$ cat src/logic/pmr_defines.svh
// Constants of the receive/status block: offsets, field positions,
// the delimiter, clock rates and timing counts.
// Assumes the includer adds nothing of its own under these names.
`ifndef PMR_DEFINES_SVH
`define PMR_DEFINES_SVH

// APB register offsets (byte addresses)
`define PMR_CTRL_OFS 12'h000
`define PMR_STRAP_OFS 12'h004
`define PMR_STAT_OFS 12'h008

// Control register field positions
`define PMR_CTRL_SPD 0
`define PMR_CTRL_FDX 1
`define PMR_CTRL_ISO 2
`define PMR_CTRL_SYM 3
`define PMR_CTRL_W 4

// Operating mode strap bit positions
`define PMR_MODE_SPD 0
`define PMR_MODE_FDX 1

// Start-of-frame delimiter in line order, first bit in the MSB
`define PMR_SFD 8'hAB

// Receive clock rates in kHz, for reference only; neither the design nor the bench uses them
`define PMR_RXCLK_100_KHZ 25000
`define PMR_RXCLK_10_KHZ 2500

// Timing
`define PMR_MCLK_KHZ 10000
`define PMR_BLINK_NS 50000
`define PMR_BLINK_CYC ((`PMR_BLINK_NS * `PMR_MCLK_KHZ) / 1000000)
`define PMR_STRAP_WAIT 2'h3

`endif

$ cat src/logic/pmr_pkg.sv
// Types shared by the receive/status block.
// Assumes pmr_defines.svh carries the numeric constants.
package pmr_pkg;

	// Line-side and MAC-side inputs crossing into mclk
	typedef struct packed {
		logic clk;
		logic [4:0] data;
		logic dv;
		logic err;
		logic crs;
		logic col;
		logic link;
		logic tx_en;
		logic pin_in;
	} pmr_line_t;

	// Configuration straps
	typedef struct packed {
		logic [2:0] addr;
		logic [2:0] mode;
		logic rmii;
		logic irq_int;
		logic reg_off;
	} pmr_strap_t;

	typedef enum logic [2:0] {
		RX_IDLE = 3'h1,
		RX_HUNT = 3'h2,
		RX_PASS = 3'h4
	} pmr_rx_st_t;

	typedef enum logic [1:0] {
		CAP_WAIT = 2'h1,
		CAP_DONE = 2'h2
	} pmr_cap_st_t;

endpackage

$ cat src/logic/pmr_rx_status.sv
// Receive-side MII/RMII outputs, status LEDs and strap capture of a
// 10/100 transceiver, with an APB register slave.
// Assumes the line front end supplies a recovered clock with data
// changing on its rising edge; the line, tx_en, irq_out_n_in and strap pins are asynchronous to mclk.
`timescale 1ns/1ns
`default_nettype none
`include "pmr_defines.svh"

module pmr_rx_status (
	input wire logic mclk,
	input wire logic ce,
	input wire logic rst_n,
	input wire logic psel,
	input wire logic penable,
	input wire logic pwrite,
	input wire logic [11:0] paddr,
	input wire logic [31:0] pwdata,
	output logic [31:0] prdata,
	output logic pready,
	output logic pslverr,
	input wire logic line_clk,
	input wire logic [4:0] line_data,
	input wire logic line_dv,
	input wire logic line_err,
	input wire logic line_crs,
	input wire logic line_col,
	input wire logic line_link,
	input wire logic tx_en,
	input wire logic [2:0] mgmt_addr_strap,
	input wire logic [2:0] op_mode_strap,
	input wire logic iface_select_strap,
	input wire logic irq_pin_func_strap,
	input wire logic regulator_disable_strap,
	input wire logic irq_req,
	input wire logic irq_out_n_in,
	output logic irq_out_n_out,
	output logic irq_out_n_oe,
	output logic tx_symbol_msb,
	output logic rx_clk,
	output logic [3:0] rxd,
	output logic rx_dv,
	output logic rx_symbol_msb,
	output logic crs,
	output logic col_crs_dv,
	output logic [2:0] mgmt_addr,
	output logic [2:0] op_mode,
	output logic rmii_mode,
	output logic regulator_en,
	output logic link_activity_led,
	output logic link_speed_led
);

	localparam logic [9:0] BLINK = 10'(`PMR_BLINK_CYC);

	logic [1:0] rst_pipe;
	logic rst_s_n;
	pmr_pkg::pmr_line_t line_raw;
	pmr_pkg::pmr_line_t ln;
	pmr_pkg::pmr_strap_t strap_raw;
	pmr_pkg::pmr_strap_t sp;

	// Reset released through two flops
	always_ff @(posedge mclk or negedge rst_n) begin
		if (!rst_n) begin
			rst_pipe <= 2'h0;
		end else begin
			rst_pipe <= {rst_pipe[0], 1'b1};
		end
	end
	assign rst_s_n = rst_pipe[1];

	// Pin inputs gathered for synchronising
	always_comb begin
		line_raw.clk = line_clk;
		line_raw.data = line_data;
		line_raw.dv = line_dv;
		line_raw.err = line_err;
		line_raw.crs = line_crs;
		line_raw.col = line_col;
		line_raw.link = line_link;
		line_raw.tx_en = tx_en;
		line_raw.pin_in = irq_out_n_in;
		strap_raw.addr = mgmt_addr_strap;
		strap_raw.mode = op_mode_strap;
		strap_raw.rmii = iface_select_strap;
		strap_raw.irq_int = irq_pin_func_strap;
		strap_raw.reg_off = regulator_disable_strap;
	end
	pmr_sync #(
		.W($bits(pmr_pkg::pmr_line_t) + $bits(pmr_pkg::pmr_strap_t))
	) u_sync (
		.mclk(mclk),
		.ce(ce),
		.rst_n(rst_s_n),
		.d({line_raw, strap_raw}),
		.q({ln, sp})
	);
	pmr_pkg::pmr_cap_st_t cap_reg, cap_next;
	logic [1:0] capcnt_reg, capcnt_next;
	pmr_pkg::pmr_strap_t strap_reg, strap_next;
	logic cap_load;

	// Wait for the synchroniser to fill, then latch once per reset
	always_comb begin
		cap_next = cap_reg;
		capcnt_next = capcnt_reg;
		strap_next = strap_reg;
		cap_load = 1'b0;
		case (cap_reg)
			pmr_pkg::CAP_WAIT: begin
				if (capcnt_reg == `PMR_STRAP_WAIT) begin
					strap_next = sp;
					cap_load = 1'b1;
					cap_next = pmr_pkg::CAP_DONE;
				end else begin
					capcnt_next = capcnt_reg + 2'h1;
				end
			end
			pmr_pkg::CAP_DONE: begin
				cap_next = pmr_pkg::CAP_DONE;
			end
			default: begin
				cap_next = pmr_pkg::CAP_WAIT;
			end
		endcase
	end
	always_ff @(posedge mclk or negedge rst_s_n) begin
		if (!rst_s_n) begin
			cap_reg <= pmr_pkg::CAP_WAIT;
			capcnt_reg <= 2'h0;
			strap_reg <= '0;
		end else if (ce) begin
			cap_reg <= cap_next;
			capcnt_reg <= capcnt_next;
			strap_reg <= strap_next;
		end
	end

	logic done;
	assign done = (cap_reg == pmr_pkg::CAP_DONE);
	logic [`PMR_CTRL_W-1:0] ctrl_reg, ctrl_next;
	logic [31:0] prdata_next;
	logic pready_next, pslverr_next;
	logic access, commit, hit;
	logic rmii, spd, fdx, iso, sym;
	logic ferr_reg;
	pmr_pkg::pmr_rx_st_t rx_reg;

	assign rmii = strap_reg.rmii;
	assign spd = ctrl_reg[`PMR_CTRL_SPD];
	assign fdx = ctrl_reg[`PMR_CTRL_FDX];
	assign iso = ctrl_reg[`PMR_CTRL_ISO];
	assign sym = ctrl_reg[`PMR_CTRL_SYM] & ~rmii;
	assign access = psel & penable & ~pready;
	assign commit = psel & penable & pready;

	// Decode, read mux, one wait state, control writes
	always_comb begin
		ctrl_next = ctrl_reg;
		prdata_next = prdata;
		pslverr_next = pslverr;
		pready_next = access;
		hit = (paddr == `PMR_CTRL_OFS) || (paddr == `PMR_STRAP_OFS) ||
			(paddr == `PMR_STAT_OFS);
		if (access) begin
			pslverr_next = ~hit;
			prdata_next = 32'h0;
			if (!pwrite) begin
				case (paddr)
					`PMR_CTRL_OFS: prdata_next = {28'h0, ctrl_reg};
					`PMR_STRAP_OFS: prdata_next = {23'h0, strap_reg};
					`PMR_STAT_OFS: prdata_next = {26'h0, done, ferr_reg,
						(rx_reg == pmr_pkg::RX_PASS), ln.crs, ln.link, rmii};
					default: prdata_next = 32'h0;
				endcase
			end
		end
		if (cap_load) begin
			ctrl_next = '0;
			ctrl_next[`PMR_CTRL_SPD] = sp.mode[`PMR_MODE_SPD];
			ctrl_next[`PMR_CTRL_FDX] = sp.mode[`PMR_MODE_FDX];
		end else if (commit && pwrite && paddr == `PMR_CTRL_OFS) begin
			ctrl_next = pwdata[`PMR_CTRL_W-1:0];
		end
	end
	always_ff @(posedge mclk or negedge rst_s_n) begin
		if (!rst_s_n) begin
			ctrl_reg <= '0;
			prdata <= 32'h0;
			pready <= 1'b0;
			pslverr <= 1'b0;
		end else if (ce) begin
			ctrl_reg <= ctrl_next;
			prdata <= prdata_next;
			pready <= pready_next;
			pslverr <= pslverr_next;
		end
	end
	logic lclk_d_reg;
	logic tick;
	pmr_pkg::pmr_rx_st_t rx_next;
	logic [7:0] sh_reg, sh_next;
	logic ferr_next;
	logic echo, pass;
	logic rx_clk_next, rx_dv_next, sym_next, crs_next, ccd_next;
	logic [3:0] rxd_next;

	// Sample line data mid-bit, at the recovered clock's falling edge
	assign tick = lclk_d_reg & ~ln.clk;
	assign echo = rmii & ~spd & ~fdx & ln.tx_en;

	always_comb begin
		rx_next = rx_reg;
		sh_next = sh_reg;
		ferr_next = ferr_reg;
		rxd_next = rxd;
		rx_dv_next = rx_dv;
		sym_next = rx_symbol_msb;
		crs_next = crs;
		ccd_next = col_crs_dv;
		rx_clk_next = ln.clk & ~rmii & done;
		pass = 1'b0;
		if (tick && done) begin
			// Error sticks from detection to frame end
			if (!ln.dv && !ln.crs) begin
				ferr_next = 1'b0;
			end else if (ln.err) begin
				ferr_next = 1'b1;
			end
			case (rx_reg)
				pmr_pkg::RX_IDLE: begin
					sh_next = 8'h00;
					if (ln.crs) begin
						rx_next = (rmii && !spd) ? pmr_pkg::RX_HUNT : pmr_pkg::RX_PASS;
					end
				end
				pmr_pkg::RX_HUNT: begin
					sh_next = {sh_reg[5:0], ln.data[0], ln.data[1]};
					if (sh_next == `PMR_SFD) begin
						rx_next = pmr_pkg::RX_PASS;
					end
				end
				pmr_pkg::RX_PASS: begin
					pass = ln.dv;
				end
				default: begin
					rx_next = pmr_pkg::RX_IDLE;
				end
			endcase
			if (!ln.crs) begin
				rx_next = pmr_pkg::RX_IDLE;
			end
			if (iso) begin
				rxd_next = 4'h0;
				rx_dv_next = 1'b0;
				sym_next = 1'b0;
				crs_next = 1'b0;
				ccd_next = 1'b0;
			end else if (!rmii) begin
				rxd_next = ln.dv ? ln.data[3:0] : 4'h0;
				rx_dv_next = ln.dv;
				sym_next = sym ? (ln.dv & ln.data[4]) : ferr_next;
				crs_next = ln.crs;
				ccd_next = ln.col;
			end else begin
				rxd_next = {2'h0, (pass && !echo) ? ln.data[1:0] : 2'h0};
				rx_dv_next = 1'b0;
				sym_next = ferr_next;
				crs_next = 1'b0;
				ccd_next = ln.crs;
			end
		end
	end
	always_ff @(posedge mclk or negedge rst_s_n) begin
		if (!rst_s_n) begin
			lclk_d_reg <= 1'b0;
			rx_reg <= pmr_pkg::RX_IDLE;
			sh_reg <= 8'h00;
			ferr_reg <= 1'b0;
			rx_clk <= 1'b0;
			rxd <= 4'h0;
			rx_dv <= 1'b0;
			rx_symbol_msb <= 1'b0;
			crs <= 1'b0;
			col_crs_dv <= 1'b0;
		end else if (ce) begin
			lclk_d_reg <= ln.clk;
			rx_reg <= rx_next;
			sh_reg <= sh_next;
			ferr_reg <= ferr_next;
			rx_clk <= rx_clk_next;
			rxd <= rxd_next;
			rx_dv <= rx_dv_next;
			rx_symbol_msb <= sym_next;
			crs <= crs_next;
			col_crs_dv <= ccd_next;
		end
	end
	logic [10:0] blink_reg, blink_next;
	logic act_led_next, spd_led_next;
	logic irq_oe_next, txs_next;

	// Blink: off for one period then on for one, started by traffic only once the previous blink has ended
	always_comb begin
		blink_next = blink_reg;
		if (blink_reg != 11'h000) begin
			blink_next = blink_reg - 11'h001;
		end else if (tick && (ln.dv || ln.tx_en)) begin
			blink_next = {BLINK, 1'b0};
		end
		act_led_next = ln.link & done & (blink_reg <= {1'b0, BLINK});
		spd_led_next = spd & ~iso & done;
		irq_oe_next = done & strap_reg.irq_int & irq_req;
		txs_next = done & ~strap_reg.irq_int & ln.pin_in;
	end

	always_ff @(posedge mclk or negedge rst_s_n) begin
		if (!rst_s_n) begin
			blink_reg <= 11'h000;
			link_activity_led <= 1'b0;
			link_speed_led <= 1'b0;
			irq_out_n_out <= 1'b0;
			irq_out_n_oe <= 1'b0;
			tx_symbol_msb <= 1'b0;
			mgmt_addr <= 3'h0;
			op_mode <= 3'h0;
			rmii_mode <= 1'b0;
			regulator_en <= 1'b1;
		end else if (ce) begin
			blink_reg <= blink_next;
			link_activity_led <= act_led_next;
			link_speed_led <= spd_led_next;
			irq_out_n_out <= 1'b0; // Open drain: pulls low only
			irq_out_n_oe <= irq_oe_next;
			tx_symbol_msb <= txs_next;
			mgmt_addr <= strap_next.addr;
			op_mode <= strap_next.mode;
			rmii_mode <= strap_next.rmii;
			regulator_en <= ~(done & strap_reg.reg_off);
		end
	end

endmodule

`default_nettype wire

$ cat src/logic/pmr_sync.sv
// Two-flop synchroniser bank for inputs from outside the mclk domain.
// Assumes a synchronous-release reset and a clock enable on mclk.
`timescale 1ns/1ns
`default_nettype none

module pmr_sync #(
	parameter int W = 8
) (
	input wire logic mclk,
	input wire logic ce,
	input wire logic rst_n,
	input wire logic [W-1:0] d,
	output logic [W-1:0] q
);

	logic [W-1:0] meta_reg;

	// First stage feeds only the second
	always_ff @(posedge mclk or negedge rst_n) begin
		if (!rst_n) begin
			meta_reg <= '0;
			q <= '0;
		end else if (ce) begin
			meta_reg <= d;
			q <= meta_reg;
		end
	end

endmodule

`default_nettype wire

$ cat config.mk
export PLATFORM = sky130hd
export DESIGN_NAME = pmr_rx_status
export DESIGN_NICKNAME = d
export VERILOG_FILES = /design/src/logic/pmr_pkg.sv /design/src/logic/pmr_rx_status.sv /design/src/logic/pmr_sync.sv
export VERILOG_INCLUDE_DIRS = /design/src /design/src/logic
export SDC_FILE = /design/constraint.sdc
export NUM_CORES = 1
export LEC_CHECK = 0
export BUFFER_PORTS_ARGS = -buffer_cell sky130_fd_sc_hd__buf_2
export CAP_MARGIN = 20
export CORE_ASPECT_RATIO = 1.2
export CORE_MARGIN = 4
export CORE_UTILIZATION = 57
export DETAILED_ROUTE_END_ITERATION = 12
export GPL_ROUTABILITY_DRIVEN = 0
export PLACE_DENSITY_LB_ADDON = 0.08
export SYNTH_ARGS = -nofsm -noshare
export SYNTH_HDL_FRONTEND = slang
export SYNTH_SLANG_ARGS = --single-unit
$ cat constraint.sdc
create_clock -name mclk -period 5.7 [get_ports mclk]
set_input_delay 0.285 -clock mclk [delete_from_list [all_inputs] [get_ports mclk]]
set_output_delay 0.285 -clock mclk [all_outputs]
set_load 0.05 [all_outputs]
==> flow_metrics.py <==
metrics = {
    "outcome": {
        "status": "finished clean",
    },
    "sta": {
        "finalHoldViolCount": 0,
        "drv_slew": 0,
        "timing.hold.ws_ns": 0.138,
        "timing.slew.headroom_pct": 37.0,
        "tightest_slew_ns": 0.945,
        "post-route-min-period_ns": 2.81,
        "fmax_mhz": 356,
        "rsz0062_at_grt": "no",
        "setup_slack_ns": 2.89,
        "setup_tns_ns": 0,
        "finalSetupViolations": 0,
        "period_share_pct": 49.3,
        "skew_ns": 0.0114,
    },
    "clock_network": {
        "cts_htree_levels": 3,
        "cts.path.max_buffers": 2,
        "cts_root_buf": "clkbuf_8",
        "cts.sinks": 110,
        "tritoncts": "yes",
        "clkTransAtPathRegs_ns": 0.11,
        "clkLatencyLatePin_ns": 0.37,
        "cts_buffers": 9,
        "cts_setup_buffers": 0,
    },
    "grt": {
        "grt_overflow": 0,
        "grt_pass1_wl_um": 16800,
        "grt_pass1_vias": 3446,
        "grt_usage_pct": 20.1,
        "grt_antenna_before_repair": 0,
        "grt_max_degree": 76,
    },
    "power": {
        "vdd_drop_max_uv": 268,
        "leakage_uw": 0.00264,
        "power.total_uw": 2390,
        "power.density_mw_per_mm2": 426,
    },
    "critical_path": {
        "crit_path_top_delay_cell": "nand4b_1",
        "worstPathCellList": "inv_1, ha_1, nand4b_1, nor2_1, nand2_1, o2bb2ai_1",
        "path_buf_inv": 1,
        "cp-start-kind": "flop",
        "slowest_delay_ns": 0.68,
        "required_ns": 5.95,
        "end_kind": "flop",
        "critPathKind": "flop to flop",
        "critPathTopFamily": "simple AND/OR/NAND/NOR gates",
        "worstPathArrival_ns": 3.05,
        "path_max_fanout": 20,
    },
    "detailed_routing": {
        "ant_nets": 0,
        "dr.pass1.iters": 5,
        "vias_per_cell": 5.54,
        "routed_wl_um": 10100,
        "first_iter_violations": 158,
        "post-route-drc-count": 0,
        "wl_per_cell_um": 16.0,
        "vias": 3493,
    },
    "synth": {
        "synth_edf_count": 0,
        "synthCells": 446,
        "yosysWarnings": 0,
        "syn_area_mm2": 0.00508,
        "syn_area_per_cell_um2": 11.4,
        "ys_seq_area_share_pct": 54.2,
        "ys_types": 62,
        "synthArstFlopShare_pct": 100,
        "synth_flop_cell": "dfrtp_1",
        "ys_seq_elements": 110,
    },
    "layout": {
        "diodes": 0,
        "stdcell_area_mm2": 0.00560,
        "final_cell_mix": "106 x dfrtp_1, 76 x buf_2, 48 x nand2_1",
        "area_delta_synth_final_pct": 10.3,
        "drive_gt1_share_pct": 29.2,
        "fin_nets": 587,
        "final_common_cell": "dfrtp_1",
    },
    "floorplan": {
        "fp.dieW_um": 94.2,
        "die-area_mm2": 0.0105,
        "core.rowCount": 37,
        "core_mm2": 0.00866,
        "die_h_um": 111,
        "io_pins": 129,
        "start_util_pct": 58.7,
    },
    "placed_design": {
        "pre_cts_ws_ns": 2.87,
        "dp_hpwl_um": 7110,
        "dpl_cell_area_mm2": 0.00540,
        "io_buffers": 76,
    },
    "run": {
        "drv_cap": 0,
    },
    "worst_hold_path": {
        "hold_path_class": "input pin to flop",
    },
}
area by class of cell:
cell class	instances	area [um^2]
Clock buffer	9	124
Clock inverter	7	72.6
Fill cell	695	3050
Inverter	13	48.8
Multi-Input combinational cell	296	2050
Sequential cell	110	2760
Tap cell	117	146
Timing Repair Buffer	79	405
metal layers:
metal  part of all wire [%]  global-route usage [%]  up-vias  wire (um)
met1                     45                    27.5     1726       4530
met2                     48                    31.7       94       4880
met5                      0                       0        -          0
li1                       -                       -     1660          -
met4                    1.4                    6.94        0        140
met3                    5.3                    4.46       13        538
through the flow:
stage,instances,utilization [%]
after global routing,631,64.7
after detailed placement,614,62.4
after floorplan,469,-
final,631,64.7
after global placement,614,62.4
after CTS,631,64.7
cell usage after synthesis, drive strengths merged, types with 5 or more instances:
cell	number	area share (%)
o2bb2ai	8	1.4
nand2b	6	0.74
nand4	6	0.74
mux2i	6	1.2
dfrtp	107	53
o21ai	19	1.9
o31ai	6	0.89
a21oi	14	1.4
ha	5	1.2
nand2	48	3.5
mux2	48	11
inv	13	0.96
a22o	7	1.2
a31oi	9	1.1
nor2	16	1.2
buf	37	5.2
nor2b	10	1.2
clkbuf	13	0.96
where the power goes:
| group | switching (uW) | total, uW | internal [uW] |
|---|---|---|---|
| Clock | 264 | 468 | 204 |
| Combinational | 493 | 763 | 270 |
| Sequential | 196 | 1160 | 962 |
| Total | 952 | 2390 | 1440 |
kinds of logic after synthesis:
logic type	synth area share, %
multiplexers	11.9
adder cells (fa/ha/maj)	1.23
other	0.148
AO/OA/AOI/OAI	12.0
XOR/XNOR	0.345
AND/OR/NAND/NOR	13.0
buffers and inverters	7.17
flip-flops	54.2
timing repair:
action                                 CTS  global route
hold buffers                             1             0
endpoints found under the hold margin    2             0
gates resized for setup                  0             0
path summary, 6_finish.rpt:
path,from,endpoint,slack [ns],cells after the start
min in group asynchronous,rst_n,rst_pipe[1],0.21,2
min reg2reg,rst_pipe[1],blink_reg[3],0.28,0
max reg2reg,cap_reg[0],sh_reg[5],2.89,6
min,line_data[2],u_sync.meta_reg[18],0.14,2
max in group asynchronous,rst_pipe[1],prdata[4],4.11,1
max,cap_reg[0],sh_reg[5],2.89,6
(Power assumes the default switching activity.)
